## src/inc/blocking_defs.vh

```
`ifndef BLOCKING_DEFS_VH
`define BLOCKING_DEFS_VH

// ==========================================================
// Register byte offsets on the APB bus.
// ==========================================================
`define OFS_CTRL 8'h00
`define OFS_SEL_A 8'h04
`define OFS_SEL_B 8'h08
`define OFS_MOD_EN 8'h0C
`define OFS_EXT_PERMIT 8'h10
`define OFS_PERM_TRIP 8'h14
`define OFS_TRIP_PERMIT 8'h18
`define OFS_RI_PERMIT 8'h1C
`define OFS_REL_DELAY 8'h20
`define OFS_TRIP_DELAY 8'h24
`define OFS_STATUS 8'h28

// ==========================================================
// Field positions.
// ==========================================================
`define CTRL_GLOBAL_EN 0
`define CTRL_GLOBAL_PERMIT 1
`define SEL_W 5
`define SEL_FIELD_STRIDE 8
`define SEL_COUNT 5
`define SEL_IDX_GLOBAL 0
`define SEL_IDX_SLOT_A 1
`define SEL_IDX_SLOT_B 2
`define SEL_IDX_TRIP 3
`define SEL_IDX_RI 4
`define STAT_MOD_POS 0
`define STAT_TRIP_POS 8
`define STAT_GLOBAL_POS 16
`define STAT_TIMER_POS 17
`define DELAY_W 16

// ==========================================================
// Reset values.
// ==========================================================
`define CTRL_RESET 2'h1
`define SEL_RESET 5'h00
`define DELAY_RESET 16'h0000

`endif

```

## src/verilog/dir_trip_timer.v

```verilog
`include "blocking_defs.vh"

// ==========================================================
// Directional ground element trip timer.
// ==========================================================
// The element delay only starts once the direction release
// delay has run out, so the two delays add up.
module dir_trip_timer #(
   parameter CW = 16
) (
   // Clock and reset.
   input wire pclk,
   input wire presetn,
   // Pickup qualified by direction and by blocking.
   input wire pickup,
   // Delays in clock cycles.
   input wire [CW-1:0] rel_cycles,
   input wire [CW-1:0] trip_cycles,
   // Timer outputs.
   output wire releasing,
   output wire trip
);

   // One-hot states.
   localparam [3:0] S_IDLE = 4'h1;
   localparam [3:0] S_REL = 4'h2;
   localparam [3:0] S_DLY = 4'h4;
   localparam [3:0] S_TRIP = 4'h8;

   // Current state and shared cycle counter.
   reg [3:0] state;
   reg [CW-1:0] cnt;

   assign releasing = state[1];
   assign trip = state[3];

   // Any loss of pickup drops the timer straight back to idle.
   always @(posedge pclk or negedge presetn) begin
      if (!presetn) begin
         state <= S_IDLE;
         cnt <= {CW{1'b0}};
      end else begin
         case (state)
            S_IDLE: begin
               cnt <= {CW{1'b0}};
               if (pickup) begin
                  state <= S_REL;
               end
            end
            S_REL: begin
               if (!pickup) begin
                  state <= S_IDLE;
               end else if (cnt >= rel_cycles) begin
                  cnt <= {CW{1'b0}};
                  state <= S_DLY;
               end else begin
                  cnt <= cnt + 1'b1;
               end
            end
            S_DLY: begin
               if (!pickup) begin
                  state <= S_IDLE;
               end else if (cnt >= trip_cycles) begin
                  state <= S_TRIP;
               end else begin
                  cnt <= cnt + 1'b1;
               end
            end
            S_TRIP: begin
               if (!pickup) begin
                  state <= S_IDLE;
               end
            end
            default: begin
               state <= S_IDLE;
            end
         endcase
      end
   end

endmodule

```

## src/verilog/protection_blocking_logic.v

```verilog
`include "blocking_defs.vh"


// ==========================================================
// Protection blocking logic with an APB register file.
// ==========================================================
module protection_blocking_logic #(
   parameter N = 8,
   parameter NDIG = 8,
   parameter NINT = 8,
   parameter [N-1:0] CURRENT_MASK = 8'hFF,
   parameter DIR_STAGE = 0
) (
   // APB clock and reset.
   input wire pclk,
   input wire presetn,
   // APB request.
   input wire psel,
   input wire penable,
   input wire pwrite,
   input wire [7:0] paddr,
   input wire [31:0] pwdata,
   // APB answer.
   output reg [31:0] prdata,
   output reg pready,
   output reg pslverr,
   // Assignment list sources.
   input wire [NDIG-1:0] digital_in,
   input wire [NINT-1:0] internal_sig,
   // Raw outputs of the protection elements.
   input wire [N-1:0] start_in,
   input wire [N-1:0] trip_in,
   input wire ground_dir_ok,
   // Gated outputs toward the breaker and annunciation.
   output reg [N-1:0] start_out,
   output reg [N-1:0] trip_out,
   output reg [N-1:0] module_blocked,
   output reg [N-1:0] trip_blocked
);

   // Size of the assignment list.
   localparam NSRC = NDIG + NINT;

   // ========================================================
   // Configuration registers.
   // ========================================================
   // Global enable and global external block permission.
   reg [1:0] ctrl;
   // Selection codes: global, slot a, slot b, trip, interlock.
   reg [`SEL_W*`SEL_COUNT-1:0] sel_bus;
   // Per-module enable.
   reg [N-1:0] mod_en;
   // Per-module external block permission.
   reg [N-1:0] external_block_permit;
   // Per-stage permanent trip block.
   reg [N-1:0] permanent_trip_block;
   // Per-stage temporary trip block permission.
   reg [N-1:0] trip_block_permit;
   // Per-module reverse interlock permission.
   reg [N-1:0] ri_permit;
   // Direction release delay and element delay, in cycles.
   reg [`DELAY_W-1:0] rel_delay;
   reg [`DELAY_W-1:0] trip_delay;

   // ========================================================
   // Assigned blocking signals.
   // ========================================================
   // Whole assignment list: internal signals above inputs.
   wire [NSRC-1:0] sources;
   // One selected level per selection code.
   wire [`SEL_COUNT-1:0] selected;

   assign sources = {internal_sig, digital_in};

   // One selector per assignable blocking input.
   genvar s;
   generate
      for (s = 0; s < `SEL_COUNT; s = s + 1) begin : g_sel
         signal_selector #(
            .NSRC(NSRC),
            .SELW(`SEL_W)
         ) u_sel (
            .sources(sources),
            .sel(sel_bus[s*`SEL_W +: `SEL_W]),
            .sig(selected[s])
         );
      end
   endgenerate

   // Named views of the selected signals.
   wire global_sig;
   wire block_signal_slot_a;
   wire block_signal_slot_b;
   wire trip_block_signal;
   wire ri_sig;

   assign global_sig = selected[`SEL_IDX_GLOBAL];
   assign block_signal_slot_a = selected[`SEL_IDX_SLOT_A];
   assign block_signal_slot_b = selected[`SEL_IDX_SLOT_B];
   assign trip_block_signal = selected[`SEL_IDX_TRIP];
   assign ri_sig = selected[`SEL_IDX_RI];

   // ========================================================
   // Blocking decisions.
   // ========================================================
   // Whole protection off or blocked.
   wire global_off;
   wire global_block;
   // Either slot asserted.
   wire slot_block;
   // Per-stage effective module and trip blocks.
   wire [N-1:0] next_module_blocked;
   wire [N-1:0] next_trip_blocked;
   // Trip request after the directional timer substitution.
   wire [N-1:0] trip_req;

   assign global_off = ~ctrl[`CTRL_GLOBAL_EN];
   // The global block follows its signal level while the global permission bit is set.
   assign global_block = ctrl[`CTRL_GLOBAL_PERMIT] & global_sig;
   assign slot_block = block_signal_slot_a | block_signal_slot_b;

   // Per-stage block terms, evaluated every cycle.
   genvar i;
   generate
      for (i = 0; i < N; i = i + 1) begin : g_stage
         // Reverse interlock only reaches current modules.
         wire ri_term;
         assign ri_term = CURRENT_MASK[i] & ri_permit[i]
            & ri_sig;
         // Disable, global and permitted temporary blocks OR'd.
         assign next_module_blocked[i] = global_off | global_block
            | ~mod_en[i]
            | (external_block_permit[i] & slot_block)
            | ri_term;
         // Permanent block or permitted temporary signal.
         assign next_trip_blocked[i] = permanent_trip_block[i]
            | (trip_block_permit[i] & trip_block_signal);
      end
   endgenerate

   // ========================================================
   // Directional ground element timing.
   // ========================================================
   // Pickup of the directional stage, gated by its block.
   wire dir_pickup;
   wire dir_trip;
   wire dir_releasing;

   assign dir_pickup = start_in[DIR_STAGE] & ground_dir_ok
      & ~next_module_blocked[DIR_STAGE];

   // The timer runs the release delay and then the own delay.
   dir_trip_timer #(
      .CW(`DELAY_W)
   ) u_dir (
      .pclk(pclk),
      .presetn(presetn),
      .pickup(dir_pickup),
      .rel_cycles(rel_delay),
      .trip_cycles(trip_delay),
      .releasing(dir_releasing),
      .trip(dir_trip)
   );

   // The directional stage trips only when its timer and its raw trip are both set.
   generate
      for (i = 0; i < N; i = i + 1) begin : g_req
         if (i == DIR_STAGE) begin : g_dir
            assign trip_req[i] = dir_trip & trip_in[i];
         end else begin : g_plain
            assign trip_req[i] = trip_in[i];
         end
      end
   endgenerate

   // ========================================================
   // Gated outputs.
   // ========================================================
   // A blocked module neither starts nor trips; a blocked
   // trip command still lets the start through.
   always @(posedge pclk or negedge presetn) begin
      if (!presetn) begin
         start_out <= {N{1'b0}};
         trip_out <= {N{1'b0}};
         module_blocked <= {N{1'b1}};
         trip_blocked <= {N{1'b0}};
      end else begin
         start_out <= start_in & ~next_module_blocked;
         trip_out <= trip_req & ~next_module_blocked
            & ~next_trip_blocked;
         module_blocked <= next_module_blocked;
         trip_blocked <= next_trip_blocked;
      end
   end

   // ========================================================
   // APB slave.
   // ========================================================
   // Setup phase seen, so the answer is due next cycle.
   wire setup;
   // Access phase completing at this edge.
   wire access;
   // Address matches a mapped register.
   reg mapped;
   // Read value for the addressed register.
   reg [31:0] next_rdata;
   // Status word built from the block's own state.
   wire [31:0] status;

   assign setup = psel & ~penable;
   assign access = psel & penable & pready;

   assign status = {{(32 - `STAT_TIMER_POS - 1){1'b0}},
      dir_releasing, global_block | global_off,
      {(8 - N){1'b0}}, trip_blocked,
      {(8 - N){1'b0}}, module_blocked};

   // Address decode and read multiplexer.
   always @* begin
      mapped = 1'b1;
      next_rdata = 32'h00000000;
      case (paddr)
         `OFS_CTRL: begin
            next_rdata = {30'h00000000, ctrl};
         end
         `OFS_SEL_A: begin
            next_rdata = {3'h0, sel_bus[19:15], 3'h0, sel_bus[14:10],
               3'h0, sel_bus[9:5], 3'h0, sel_bus[4:0]};
         end
         `OFS_SEL_B: begin
            next_rdata = {27'h0000000, sel_bus[24:20]};
         end
         `OFS_MOD_EN: begin
            next_rdata = {{(32 - N){1'b0}}, mod_en};
         end
         `OFS_EXT_PERMIT: begin
            next_rdata = {{(32 - N){1'b0}}, external_block_permit};
         end
         `OFS_PERM_TRIP: begin
            next_rdata = {{(32 - N){1'b0}}, permanent_trip_block};
         end
         `OFS_TRIP_PERMIT: begin
            next_rdata = {{(32 - N){1'b0}}, trip_block_permit};
         end
         `OFS_RI_PERMIT: begin
            next_rdata = {{(32 - N){1'b0}}, ri_permit};
         end
         `OFS_REL_DELAY: begin
            next_rdata = {16'h0000, rel_delay};
         end
         `OFS_TRIP_DELAY: begin
            next_rdata = {16'h0000, trip_delay};
         end
         `OFS_STATUS: begin
            next_rdata = status;
         end
         default: begin
            mapped = 1'b0;
         end
      endcase
   end

   // Answer one cycle after setup: ready, data and error.
   always @(posedge pclk or negedge presetn) begin
      if (!presetn) begin
         pready <= 1'b0;
         pslverr <= 1'b0;
         prdata <= 32'h00000000;
      end else if (setup) begin
         pready <= 1'b1;
         pslverr <= ~mapped;
         prdata <= pwrite ? 32'h00000000 : next_rdata;
      end else begin
         pready <= 1'b0;
         pslverr <= 1'b0;
      end
   end

   // Register writes take effect at the completing edge only.
   always @(posedge pclk or negedge presetn) begin
      if (!presetn) begin
         ctrl <= `CTRL_RESET;
         sel_bus <= {`SEL_COUNT{`SEL_RESET}};
         mod_en <= {N{1'b0}};
         external_block_permit <= {N{1'b0}};
         permanent_trip_block <= {N{1'b0}};
         trip_block_permit <= {N{1'b0}};
         ri_permit <= {N{1'b0}};
         rel_delay <= `DELAY_RESET;
         trip_delay <= `DELAY_RESET;
      end else if (access && pwrite) begin
         case (paddr)
            `OFS_CTRL: begin
               ctrl <= pwdata[1:0];
            end
            `OFS_SEL_A: begin
               sel_bus[4:0] <= pwdata[4:0];
               sel_bus[9:5] <= pwdata[12:8];
               sel_bus[14:10] <= pwdata[20:16];
               sel_bus[19:15] <= pwdata[28:24];
            end
            `OFS_SEL_B: begin
               sel_bus[24:20] <= pwdata[4:0];
            end
            `OFS_MOD_EN: begin
               mod_en <= pwdata[N-1:0];
            end
            `OFS_EXT_PERMIT: begin
               external_block_permit <= pwdata[N-1:0];
            end
            `OFS_PERM_TRIP: begin
               permanent_trip_block <= pwdata[N-1:0];
            end
            `OFS_TRIP_PERMIT: begin
               trip_block_permit <= pwdata[N-1:0];
            end
            `OFS_RI_PERMIT: begin
               ri_permit <= pwdata[N-1:0];
            end
            `OFS_REL_DELAY: begin
               rel_delay <= pwdata[15:0];
            end
            `OFS_TRIP_DELAY: begin
               trip_delay <= pwdata[15:0];
            end
            default: begin
               ctrl <= ctrl;
            end
         endcase
      end
   end

endmodule

```

## src/verilog/signal_selector.v

```verilog
// ==========================================================
// Assignment list selector.
// ==========================================================
// Picks one signal from the assignment list; code zero means
// that nothing is assigned, and so does a code past the end.
module signal_selector #(
   parameter NSRC = 16,
   parameter SELW = 5
) (
   // Assignment list and selection code.
   input wire [NSRC-1:0] sources,
   input wire [SELW-1:0] sel,
   // Selected signal.
   output reg sig
);

   // Index into the list, one below the code.
   integer idx;

   // Plain multiplexer with an unassigned state.
   always @* begin
      idx = 0;
      sig = 1'b0;
      if (sel != {SELW{1'b0}}) begin
         idx = sel - 1;
         if (idx < NSRC) begin
            sig = sources[idx];
         end
      end
   end

endmodule
```

## config.mk

```make
export PLATFORM = sky130hd
export DESIGN_NAME = protection_blocking_logic
export DESIGN_NICKNAME = d
export VERILOG_FILES = /design/src/verilog/dir_trip_timer.v /design/src/verilog/protection_blocking_logic.v /design/src/verilog/signal_selector.v
export VERILOG_INCLUDE_DIRS = /design/src /design/src/inc
export SDC_FILE = /design/constraint.sdc
export NUM_CORES = 1
export LEC_CHECK = 0
export BUFFER_PORTS_ARGS = -buffer_cell sky130_fd_sc_hd__buf_2
export CORE_ASPECT_RATIO = 0.6
export CORE_MARGIN = 10
export CORE_UTILIZATION = 53
export DETAILED_ROUTE_END_ITERATION = 8
export PLACE_DENSITY = 0.84
export SYNTH_ARGS = -nofsm -noshare
export SYNTH_HDL_FRONTEND = slang
export SYNTH_HIERARCHICAL = 1
export SYNTH_SLANG_ARGS = --single-unit
```

## constraint.sdc

```tcl
create_clock -name pclk -period 3.8 [get_ports pclk]
set_input_delay 0.95 -clock pclk [delete_from_list [all_inputs] [get_ports pclk]]
set_output_delay 0.95 -clock pclk [all_outputs]
set_load 0.005 [all_outputs]
```

==> metrics.md, run 1 <==
| Metric | Value |
|---|---|
| Status | `finished with violations` |
| Violated checks | `negative setup slack` |
| Post-synth top flop | `dfrtp_1` |
| DRC viols | `0` |
| DP HPWL | `24.1 mm` |
| CTS root buffer | `clkbuf_16` |
| Routed WL | `32.1 mm` |
| Die Area | `about 26000 um2` |
| Post-DR wirelength/cell | `23.2 um` |
| CTS tree | `built` |
| Final Cycle Share | `100%` |
| Crit path buf inv count | `2` |
| Area Growth Syn to Fin | `19.3%` |
| Top cells by count, synth | `169 x dfrtp_1, 98 x mux2_2, 69 x nand2_1` |
| Sequential cell area fraction in the yosys report | `43.5%` |
| CP max stage delay | `roughly 0.5 ns` |
| Compound-cell area share of the yosys netlist | `between 10% and 20%` |
| Register area | `4490 um2` |
| Minimum clock period | `approximately 3.8 ns` |
| Crit path launch type | `flop` |
| Die Height | `~130 um` |
| Antenna viol nets, final | `0` |
| # IOs | `~140` |
| Share of cells above drive strength 1 | `between 30% and 40%` |
| Site Rows | `39` |
| RSZ-0062 raised after global routing | `true` |
| Starting DRT DRC Count | `~890` |
| Global-route wire length before repair | `roughly 50 mm` |
| Final setup fails | `1` |
| Main combinational cell family by area after synthesis | `multiplexers` |
| Highest net fanout along the worst path | `8` |
| # fillers | `1487` |
| PD cells | `around 320 nW/um2` |
| Crit path DAT | `between 4 and 5 ns` |
| Core area | `between 15000 and 20000 um2` |
| WP depth | `16` |
| Initial core utilization | `between 50% and 60%` |
| Total power | `between 3 and 4 mW` |
| Fin. Hold Viols | `0` |
| Post-Synth Simple-Gate Area | `between 10% and 20%` |
| Nets | `approximately 1200` |
| Worst r2r path cells | `16` |
| Pin count of the biggest net entering global routing | `between 70 and 80` |
| Worst skew pair latency | `0.45 ns` |
| Worst-margin pin slew | `between 1 and 1.5 ns` |
| Most numerous cell in the Yosys netlist | `dfrtp_1` |
| Mux cell area share after synthesis | `around a fifth` |
| Clock Path Buffers | `2` |
| Clk_skew | `roughly 0.013 ns` |
| Initial antenna violation count | `3` |
| Layout Cells excl Fill | `about 1400` |
| Multi-input logic area | `roughly 5500 um2` |
| Top cell by count, worst path | `a31oi_4` |
| Post-route cell area | `12300 um2` |
| CP max-delay cell | `mux4_2` |
| GRT Overall Usage | `between 20% and 30%` |
| Placed cells | `between 1000 and 1500` |
| Dominant delay contributor by cell family on the critical path | `simple AND/OR/NAND/NOR gates` |
| Final core occ | `between 60% and 70%` |
| CP Class | `reg2reg` |
| Synth area leader | `dfrtp_1` |
| Max Slew Vio Count | `0` |
| Grt ovf | `0` |
| Mapped Area | `around 10000 um2` |
| Leak | `about 5.8 nW` |
| Worst path required time | `around 4.2 ns` |
| Async SR Flop Fraction | `100%` |
| XOR/XNOR Fraction of Synth Area | `less than 1%` |
| Max-capacitance violation count | `0` |
| Cell variety after synth | `79` |
| VDD IR max | `approximately 0.34 mV` |
| 1st-pass router iterations | `7` |
| Setup_tns | `-0.000488 ns` |
| H-tree depth | `4` |
| Synth Register Bits | `roughly 180` |
| Clock-pin transition on the worst setup and hold timing paths | `about 0.07 ns` |
| Slew HR | `around 31%` |
| Vias | `between 8000 and 9000` |
| Critical Path, Cell by Cell | `inv_2, ha_4, xor2_4, mux4_2, nand2b_1, a32o_1, or2_4, nand2_2, and4_4, and3_4, a31oi_4, a211oi_4, a31oi_4, buf_4, or4_1, a21oi_2` |
| CTS Sinks | `179` |
| Cts hold-fix bufs | `0` |
| Area fraction of the dominant cell type after synthesis | `between 40% and 50%` |
| Synth top area cells | `dfrtp_1 41%, mux2_2 11%, ha_1 4.6%` |
| Cell count after synthesis | `around 900` |
| Final worst slack | `-0.000488 ns` |
| Setup crit end kind | `flop` |
| YS warnings | `6` |
| Adder-Cell Fraction of Synth Area | `4.60%` |
| Hold Path Class | `in2async` |
| Syn Area/Cell | `between 10 and 15 um2` |
| Dpl ws | `-0.512 ns` |
| Placed Area | `around 12000 um2` |
| EDFF count, synth | `0` |
| CTS Buf Count | `17` |
| RD Place Congestion | `just under 1` |
| Vias in the first global route | `8614` |
| IO Port Bufs | `about 130` |
| Chip width | `between 200 and 250 um` |
| Hold slack final | `around 0.45 ns` |
| Vias/cell | `slightly above 6` |
| Max frequency | `around 260 MHz` |
[worst reg2reg max path, cell delays in order (launching register included)]
cell and delay [ns]:
dfrtp_1 0.40, inv_2 0.08, ha_4 0.16, xor2_4 0.18, mux4_2 0.50, nand2b_1 0.16
a32o_1 0.22, or2_4 0.27, nand2_2 0.07, and4_4 0.23, and3_4 0.20, a31oi_4 0.10
a211oi_4 0.21, a31oi_4 0.20, buf_4 0.19, or4_1 0.43, a21oi_2 0.14
[registers in the layout (all words and copies together) (netlist names), 2 cells and up]
name                   count
prdata                    26
sel_bus                   25
rel_delay                 16
trip_delay                16
u_dir/cnt                 16
external_block_permit      8
mod_en                     8
module_blocked             8
permanent_trip_block       8
ri_permit                  8
start_out                  8
trip_block_permit          8
trip_blocked               8
trip_out                   8
u_dir/state                4
ctrl                       2
[power by group]
group	switching, mW	internal (mW)
registers	0.00648	1.91
clock network	0.783	0.975
logic	0.159	0.0945
[what timing repair did]
item | in CTS | in global routing
cloned | 0 | 0
gates resized for setup | 9 | 19
pin swaps | 3 | 6
buffers inserted | 3 | 4
endpoints found under the setup margin | 14 | 14
[placed cells by master, fill, tap and decap left out, types with 5 or more instances in the layout]
master | netlist | routed
dfrtp_1 | 169 | 169
buf_2 | 8 | 130
mux2_2 | 98 | 96
nand2_1 | 69 | 68
inv_1 | 67 | 64
buf_4 | 10 | 58
nor2_1 | 38 | 37
mux2i_1 | 37 | 37
ha_1 | 38 | 36
a21oi_1 | 38 | 30
o21ai_0 | 26 | 26
nor3_1 | 23 | 23
a22oi_1 | 19 | 19
clkbuf_16 | 0 | 17
nand2b_1 | 17 | 16
a22o_1 | 15 | 15
mux4_2 | 12 | 14
mux2_4 | 10 | 12
o32ai_1 | 12 | 12
and4_1 | 11 | 10
nand3_1 | 10 | 10
dfstp_2 | 10 | 10
a21o_1 | 9 | 9
and2_1 | 9 | 9
or4_1 | 10 | 8
or2_2 | 9 | 8
a21oi_2 | 0 | 8
o21ai_1 | 7 | 7
o31ai_1 | 10 | 7
nor2_2 | 6 | 6
a32o_1 | 6 | 6
conb_1 | 1 | 6
clkinvlp_4 | 0 | 6
nand3b_1 | 5 | 5
and2b_2 | 5 | 5
[logic make-up (layout without fill, tap and decap cells)]
kind of cell,Yosys count,in the layout
other cells,1,9
simple gates,255,255
mux,163,163
compound gates,175,175
buf+inv,109,292
fa+ha+maj,38,38
xor+xnor,6,6
flops,179,179
[path summary, 6_finish.rpt]
kind | from | end | slack [ns]
worst max-delay path | sel_bus[11]$_DFFE_PN0P_ | u_dir/cnt[12]$_DFFE_PN0P_ | -0.0005
worst max register to register | sel_bus[11]$_DFFE_PN0P_ | u_dir/cnt[12]$_DFFE_PN0P_ | -0.0005
min in group pclk | prdata[5]$_DFFE_PN0P_ | prdata[5]$_DFFE_PN0P_ | 0.47
max in group asynchronous | presetn | module_blocked[7]$_DFF_PN1_ | 2.48
worst min register to register | prdata[5]$_DFFE_PN0P_ | prdata[5]$_DFFE_PN0P_ | 0.47
worst min-delay path | presetn | sel_bus[15]$_DFFE_PN0P_ | 0.45
[final cells by class]
cell class,instances,share of cell area [%]
clock inverter,10,0.791
timing repair buffer,193,9.48
multi-input combinational,643,44.6
sequential,179,36.4
clock buffer,22,3.93
antenna,3,0.0609
tap,266,2.70
inverter,67,2.04
[layer usage]
layer	track usage [%]	up-vias	part of all wire (%)
met1	34.4	4241	44
met5	0	-	0
met3	9.87	52	12
met2	35.3	452	42
li1	-	3752	-
met4	6.16	0	1.5
Note: power is estimated with default switching activity, not from simulation.
==> run 2: changes to the inputs <==
--- a/config.mk
+++ b/config.mk
@@ -6,6 +6,8 @@
 export SDC_FILE = /design/constraint.sdc
 export NUM_CORES = 1
 export LEC_CHECK = 0
+export ABC_AREA = 1
+export ABC_CLOCK_PERIOD_IN_PS = 3800
 export BUFFER_PORTS_ARGS = -buffer_cell sky130_fd_sc_hd__buf_2
 export CORE_ASPECT_RATIO = 0.6
 export CORE_MARGIN = 10
==> run 2 against run 1 <==
Compared with the run above: the run now ends clean; sequential share of layout area rose by 1.1 points; first-iteration DRC count rose by 35%; hold slack better by 0.025 ns; clock skew barely moved; synthesized cell count rose by 54%; utilization fell by 2.7 points; worst setup slack improved by 0.20 ns; non-clock buffer count decreased by 39; sequential power about the same; via count increased by 21%; power increased by 2.5%; critical path type unchanged; critical endpoint is now u_dir/cnt[0]$_DFFE_PN0P_; largest power group unchanged.
==> metrics.md, run 2 <==
| Metric | Value |
|---|---|
| Status | `finished, final reports clean` |
| Max reg flops | `26 (unchanged)` |
| Worst flop-to-flop path endpoint | `u_dir/cnt[0]$_DFFE_PN0P_` |
| Max-capacitance violation count | `0 (unchanged)` |
| Slew HR | `31.8% (+0.89 points)` |
| Most flops, register | `prdata` |
| Area Growth Syn to Fin | `12.8%` |
| Sequential cell area fraction in the yosys report | `42.3% (-1.2 points)` |
| CTS tree | `built` |
| Synth area leader | `dfrtp_1` |
| EDFF count, synth | `0 (unchanged)` |
| WP depth | `18 (+2)` |
| Placed cells | `1795 (+34%)` |
| CTS Buf Count | `17 (unchanged)` |
| Cell count after synthesis | `1426 (+54%)` |
| Site Rows | `39 (unchanged)` |
| Total power | `4.03 mW (+2.5%)` |
| Setup_tns | `0 ns (+0.000488 ns)` |
| Critical path launch point | `sel_bus[20]$_DFFE_PN0P_` |
| Async SR Flop Fraction | `100% (unchanged)` |
| Dominant delay contributor by cell family on the critical path | `simple AND/OR/NAND/NOR gates` |
| Top cells by count, synth | `524 x nand2_1, 169 x dfrtp_1, 146 x nand3_1` |
| # fillers | `1714 (+15%)` |
| CTS root buffer | `clkbuf_16` |
| Pin count of the biggest net entering global routing | `78 (-1.3%)` |
| VDD IR max | `0.291 mV (-13%)` |
| Die Height | `130 um (+1.1%)` |
| Final setup fails | `0 (-1)` |
| Mapped Area | `10600 um2 (+2.7%)` |
| Leak | `6.47 nW (+11%)` |
| Vias/cell | `5.60 (-8.8%)` |
| RD Place Congestion | `0.964 (-1.5%)` |
| DRC viols | `0 (unchanged)` |
| Minimum clock period | `3.60 ns (-0.196 ns)` |
| Hold Path Class | `reg2reg` |
| Post-route cell area | `12000 um2 (-2.9%)` |
| Dpl ws | `0.141 ns (+0.652 ns)` |
| Synth Register Bits | `179 (unchanged)` |
| YS warnings | `6 (unchanged)` |
| Clk_skew | `0.0125 ns (-0.000322 ns)` |
| Final Cycle Share | `94.9% (-5.2 points)` |
| Crit path launch type | `flop` |
| Post-DR wirelength/cell | `17.4 um (-25%)` |
| Worst path required time | `4.17 ns (about the same)` |
| Highest net fanout along the worst path | `16 (+8)` |
| Placed Area | `11400 um2 (-1.5%)` |
| Global-route wire length before repair | `51.1 mm (+2.9%)` |
| Vias in the first global route | `9707 (+13%)` |
| Worst-margin pin slew | `1.02 ns (-0.0133 ns)` |
| Reg2reg setup slack | `0.20 ns (+0.20 ns)` |
| Final worst slack | `0.195 ns (+0.196 ns)` |
| Most numerous cell in the Yosys netlist | `nand2_1` |
| Clock-pin transition on the worst setup and hold timing paths | `0.07 ns (about the same)` |
| Critical Path, Cell by Cell | `inv_6, ha_1, inv_1, nand3_1, nand3_1, nand3_1, nand2_1, nor2_1, nand2_1, nand4_1, nor2_2, inv_1, nor2_2, nor3_2, a21oi_4, inv_2, nand2_1, nand2_1` |
| PD cells | `336 nW/um2 (+5.5%)` |
| CP max stage delay | `0.68 ns (+0.18 ns)` |
| Share of cells above drive strength 1 | `17.5% (-21 points)` |
| Initial core utilization | `54.9% (+0.78 points)` |
| Setup crit end kind | `flop` |
| Routed WL | `31.9 mm (-0.54%)` |
| Syn Area/Cell | `7.44 um2 (-33%)` |
| H-tree depth | `4 (unchanged)` |
| Max Slew Vio Count | `0 (unchanged)` |
| Layout Cells excl Fill | `1829 (+32%)` |
| Fin. Hold Viols | `0 (unchanged)` |
| Initial antenna violation count | `1 (-2)` |
| CTS Sinks | `179 (unchanged)` |
| 1st-pass router iterations | `8 (+1)` |
| Max frequency | `277 MHz (+5.4%)` |
| Core area | `19300 um2 (+1.3%)` |
| Final core occ | `62.0% (-2.7 points)` |
| Cell variety after synth | `39 (-51%)` |
| Area fraction of the dominant cell type after synthesis | `39.8% (-1.1 points)` |
| CP max-delay cell | `nor2_1` |
| Post-synth top flop | `dfrtp_1` |
| Die Area | `26300 um2 (+2.4%)` |
| DP HPWL | `23.5 mm (-2.4%)` |
| Antenna viol nets, final | `0 (unchanged)` |
| Grt ovf | `0 (unchanged)` |
| Clock Path Buffers | `2 (unchanged)` |
| R2R Path Start | `sel_bus[20]$_DFFE_PN0P_` |
| Chip width | `203 um (+1.2%)` |
| Crit path buf inv count | `4 (+2)` |
| Top cell by count, worst path | `nand2_1` |
| Synth top area cells | `dfrtp_1 40%, nand2_1 19%, nand3_1 6.9%` |
| Crit path DAT | `3.98 ns (-0.20 ns)` |
| IO Port Bufs | `131 (unchanged)` |
| # IOs | `144 (unchanged)` |
| GRT Overall Usage | `24.1% (-0.63 points)` |
| Worst setup endpoint | `u_dir/cnt[0]$_DFFE_PN0P_` |
| Most frequent cells in the layout | `524 x nand2_1, 167 x dfrtp_1, 146 x nand3_1` |
| Nets | `1665 (+37%)` |
| CP Class | `reg2reg` |
| Vias | `10247 (+21%)` |
| RSZ-0062 raised after global routing | `false` |
| Biggest regs | `prdata x26, sel_bus x25` |
| Worst r2r path cells | `18 (+2)` |
| Commonest non-fill, non-tap cell in the layout | `nand2_1` |
| Hold slack final | `0.476 ns (+0.0254 ns)` |
| Worst skew pair latency | `0.44 ns (about the same)` |
| Starting DRT DRC Count | `1209 (+35%)` |
==> run 2: changes by cell type after synthesis, moves of 37 or more <==
cell / previous run / this run
mux2i_1: 37 / 0
nand3_1: 10 / 146
mux2_2: 98 / 10
nand2_1: 69 / 524
inv_1: 67 / 129
nor2_1: 38 / 86
o21ai_0: 26 / 103
==> run 2: cell type report <==
cell class	instances	area, um2	share of cell area (%)
Tap cell	266	333	2.78
Inverter	140	551	4.60
Clock inverter	13	113	0.940
Antenna cell	1	2.50	0.0209
Clock buffer	19	433	3.62
Multi-Input combinational cell	1057	5200	43.4
Timing Repair Buffer	154	847	7.07
Sequential cell	179	4490	37.5
==> run 2: worst register-to-register path: cells and delay by family, from the launching register on <==
family | cells | cell delay, ns
compound gates | 1 | 0.09
fa+ha+maj | 1 | 0.38
buf+inv | 4 | 0.60
flops | 1 | 0.42
simple gates | 12 | 2.04
==> run 2: where the power goes <==
group	switching, mW	internal [mW]
Combinational	0.289	0.108
Sequential	0.0176	1.92
Clock	0.784	0.902
==> run 2: routing by layer <==
| metal | part of all wire [%] | global-route usage, % | up-vias |
|---|---|---|---|
| met5 | 0 | 0 | - |
| met4 | 1.4 | 5.94 | 0 |
| met3 | 12 | 8.69 | 49 |
| met2 | 43 | 36.0 | 541 |
| met1 | 44 | 32.9 | 4862 |
| li1 | - | - | 4795 |
==> run 2: logic make-up after synthesis <==
logic type | synth area share [%]
xor gates and xnor gates | 1.48
adders and majority gates | 4.48
AOI/OAI and AO/OA | 6.41
DFF | 42.3
and+or+nand+nor | 35.3
muxes | 1.06
buffers and inverters | 8.95
other | 0.0353
==> run 2: worst min path at each step <==
| stage | startpoint | end | cells after the start |
|---|---|---|---|
| after floorplan | permanent_trip_block[0]$_DFFE_PN0P_ | permanent_trip_block[0]$_DFFE_PN0P_ | 2 |
| after global placement | prdata[13]$_DFFE_PN0P_ | prdata[13]$_DFFE_PN0P_ | 2 |
| after detailed placement | prdata[17]$_DFFE_PN0P_ | prdata[17]$_DFFE_PN0P_ | 2 |
| after CTS | prdata[17]$_DFFE_PN0P_ | prdata[17]$_DFFE_PN0P_ | 2 |
| after global routing | prdata[15]$_DFFE_PN0P_ | prdata[15]$_DFFE_PN0P_ | 2 |
| final | prdata[1]$_DFFE_PN0P_ | prdata[1]$_DFFE_PN0P_ | 2 |
==> run 2: what timing repair did <==
action,4_1_cts,5_1_grt
hold buffers,0,0
resized for setup,0,5
setup endpoints to repair,0,16
setup buffers,0,1
==> run 3: changes to the inputs <==
--- a/config.mk
+++ b/config.mk
@@ -14,6 +14,7 @@
 export CORE_UTILIZATION = 53
 export DETAILED_ROUTE_END_ITERATION = 8
 export PLACE_DENSITY = 0.84
+export SETUP_SLACK_MARGIN = 0.02
 export SYNTH_ARGS = -nofsm -noshare
 export SYNTH_HDL_FRONTEND = slang
 export SYNTH_HIERARCHICAL = 1
==> constraint.sdc (replaced) <==
create_clock -name pclk -period 3.8 [get_ports pclk]
set_input_delay 0.57 -clock pclk [delete_from_list [all_inputs] [get_ports pclk]]
set_output_delay 0.57 -clock pclk [all_outputs]
set_load 0.005 [all_outputs]
==> run 3 against run 2 <==
Compared with the run above: non-clock buffer count shrank 4; critical endpoint is now u_dir/cnt[2]$_DFFE_PN0P_; largest cell class unchanged; via count shrank 0.96%; first-iteration DRC count shrank 0.41%; clock power grew 5%; largest power group unchanged.
==> metrics.md, run 3 (same netlist as run 2, synthesis figures left out) <==
| Metric | Value |
|---|---|
| Hold slack final | `0.127 ns (-0.350 ns)` |
| Global-route wire length before repair | `50.2 mm (-1.7%)` |
| 1st-pass router iterations | `6 (-2)` |
| PD cells | `345 nW/um2 (+2.6%)` |
| Most flops, register | `prdata` |
| CTS Sinks | `179 (unchanged)` |
| RSZ-0062 raised after global routing | `false` |
| Max reg flops | `26 (unchanged)` |
| Commonest non-fill, non-tap cell in the layout | `nand2_1` |
| DRC viols | `0 (unchanged)` |
| Site Rows | `39 (unchanged)` |
| Share of cells above drive strength 1 | `17.2% (-0.34 points)` |
| Routed WL | `31.2 mm (-2.0%)` |
| Crit path launch type | `flop` |
| Most frequent cells in the layout | `524 x nand2_1, 167 x dfrtp_1, 146 x nand3_1` |
| Hold Path Class | `in2async` |
| CTS tree | `built` |
| Worst r2r path cells | `19 (+1)` |
| Biggest regs | `prdata x26, sel_bus x25` |
| Final core occ | `61.9% (about the same)` |
| Final Cycle Share | `92.8% (-2.1 points)` |
| Clk_skew | `0.0128 ns (+0.000268 ns)` |
| Max frequency | `284 MHz (+2.2%)` |
| Chip width | `203 um (unchanged)` |
| Max Slew Vio Count | `0 (unchanged)` |
| Vias in the first global route | `9445 (-2.7%)` |
| Vias/cell | `5.56 (-0.68%)` |
| Antenna viol nets, final | `0 (unchanged)` |
| Pin count of the biggest net entering global routing | `79 (+1.3%)` |
| Placed Area | `11400 um2 (-0.33%)` |
| Worst path required time | `4.13 ns (-0.04 ns)` |
| GRT Overall Usage | `23.9% (-0.28 points)` |
| Clock Path Buffers | `2 (unchanged)` |
| Post-DR wirelength/cell | `17.1 um (-1.8%)` |
| IO Port Bufs | `131 (unchanged)` |
| Post-route cell area | `12000 um2 (about the same)` |
| RD Place Congestion | `0.966 (+0.13%)` |
| CTS root buffer | `clkbuf_16` |
| Nets | `1661 (-0.24%)` |
| Die Height | `130 um (unchanged)` |
| Area Growth Syn to Fin | `12.8% (about the same)` |
| Final setup fails | `0 (unchanged)` |
| Die Area | `26300 um2 (unchanged)` |
| VDD IR max | `0.340 mV (+17%)` |
| Diodes inserted | `0 (-1)` |
| Clock-pin transition on the worst setup and hold timing paths | `0.07 ns (about the same)` |
| Slew HR | `29.2% (-2.6 points)` |
| Worst flop-to-flop path endpoint | `u_dir/cnt[2]$_DFFE_PN0P_` |
| Setup_tns | `0 ns (unchanged)` |
| Initial core utilization | `54.9% (unchanged)` |
| Total power | `4.13 mW (+2.6%)` |
| Highest net fanout along the worst path | `16 (unchanged)` |
| Core area | `19300 um2 (unchanged)` |
| Initial antenna violation count | `0 (-1)` |
| Leak | `6.46 nW (-0.11%)` |
| Setup crit end kind | `flop` |
| Worst skew pair latency | `0.44 ns (about the same)` |
| Worst-margin pin slew | `1.06 ns (+0.0388 ns)` |
| DP HPWL | `23.2 mm (-1.3%)` |
| Crit path DAT | `3.86 ns (-0.12 ns)` |
| Max-capacitance violation count | `0 (unchanged)` |
| # IOs | `144 (unchanged)` |
| Status | `finished, final reports clean` |
| Grt ovf | `0 (unchanged)` |
| R2R Path Start | `sel_bus[10]$_DFFE_PN0P_` |
| H-tree depth | `4 (unchanged)` |
| Fin. Hold Viols | `0 (unchanged)` |
| Starting DRT DRC Count | `1204 (-0.41%)` |
| CTS Buf Count | `17 (unchanged)` |
| Reg2reg setup slack | `0.27 ns (+0.08 ns)` |
| CP Class | `reg2reg` |
| Vias | `10149 (-0.96%)` |
| Minimum clock period | `3.53 ns (-0.0787 ns)` |
-- run 3: cell types whose count changed in the layout (fill, tap and decap cells not counted), sizes merged --
cell and delta:
bufinv +1, diode -1, clkbuf +1, clkinv -2
buf -4
-- run 3: how the worst max path moves through the flow --
stage / startpoint / endpoint / slack (ns) / cells past startpoint
2_1_floorplan: sel_bus[10]$_DFFE_PN0P_ / u_dir/cnt[3]$_DFFE_PN0P_ / 0.60 / 23
3_3_place_gp: sel_bus[10]$_DFFE_PN0P_ / u_dir/cnt[6]$_DFFE_PN0P_ / 0.29 / 19
3_5_place_dp: sel_bus[10]$_DFFE_PN0P_ / u_dir/cnt[2]$_DFFE_PN0P_ / 0.12 / 19
4_1_cts: sel_bus[10]$_DFFE_PN0P_ / u_dir/cnt[2]$_DFFE_PN0P_ / 0.09 / 19
5_1_grt: sel_bus[5]$_DFFE_PN0P_ / u_dir/cnt[2]$_DFFE_PN0P_ / 0.06 / 19
6_report: sel_bus[10]$_DFFE_PN0P_ / u_dir/cnt[2]$_DFFE_PN0P_ / 0.27 / 19
-- run 3: where the power goes --
| part | switching [mW] | leakage (nW) | internal (mW) |
|---|---|---|---|
| registers | 0.0182 | 2.46 | 1.92 |
| logic | 0.293 | 3.72 | 0.123 |
| clock network | 0.781 | 0.277 | 0.988 |
| total | 1.09 | 6.46 | 3.04 |
-- run 3: area by class of cell --
| cell class | instances | area, um2 |
|---|---|---|
| inverters | 140 | 551 |
| well taps | 266 | 333 |
| clock inverters | 12 | 133 |
| clock buffers | 20 | 447 |
| repair buffers | 150 | 817 |
| fillers | 1719 | 7350 |
| flip-flops and latches | 179 | 4490 |
| multi-input cells | 1057 | 5200 |
-- run 3: stage by stage --
step,cells,setup slack [ns]
3_3_place_gp,1790,0.288
3_5_place_dp,1790,0.121
6_report,1824,0.274
4_1_cts,1822,0.0905
2_1_floorplan,1431,0.604
5_1_grt,1824,0.0591
-- run 3: per-layer routing --
layer	wire, um	vias to the layer above	track usage, %
met3	3640	58	7.69
met5	0	-	0
met2	13200	552	34.9
li1	-	4789	-
met1	13900	4750	33.5
met4	475	0	6.20
-- run 3: worst max-delay path, cell delays in order (launching register included) --
cell and delay [ns]:
dfrtp_2 0.51, inv_6 0.10, ha_1 0.38, inv_1 0.15, nand3_1 0.11, nand3_1 0.09
nand3_1 0.09, nand2_1 0.08, nor2_1 0.05, or2_2 0.36, nand2_1 0.09, nand4_1 0.21
nor2_2 0.21, inv_1 0.09, nor2_1 0.22, nor3_2 0.10, a21oi_4 0.21, inv_2 0.18
nand2_1 0.12, nand2_1 0.06
-- run 3: timing repair --
item	CTS	global route
setup endpoints to repair	0	16
hold buffers	0	0
resized for setup	0	3
setup buffers	0	2
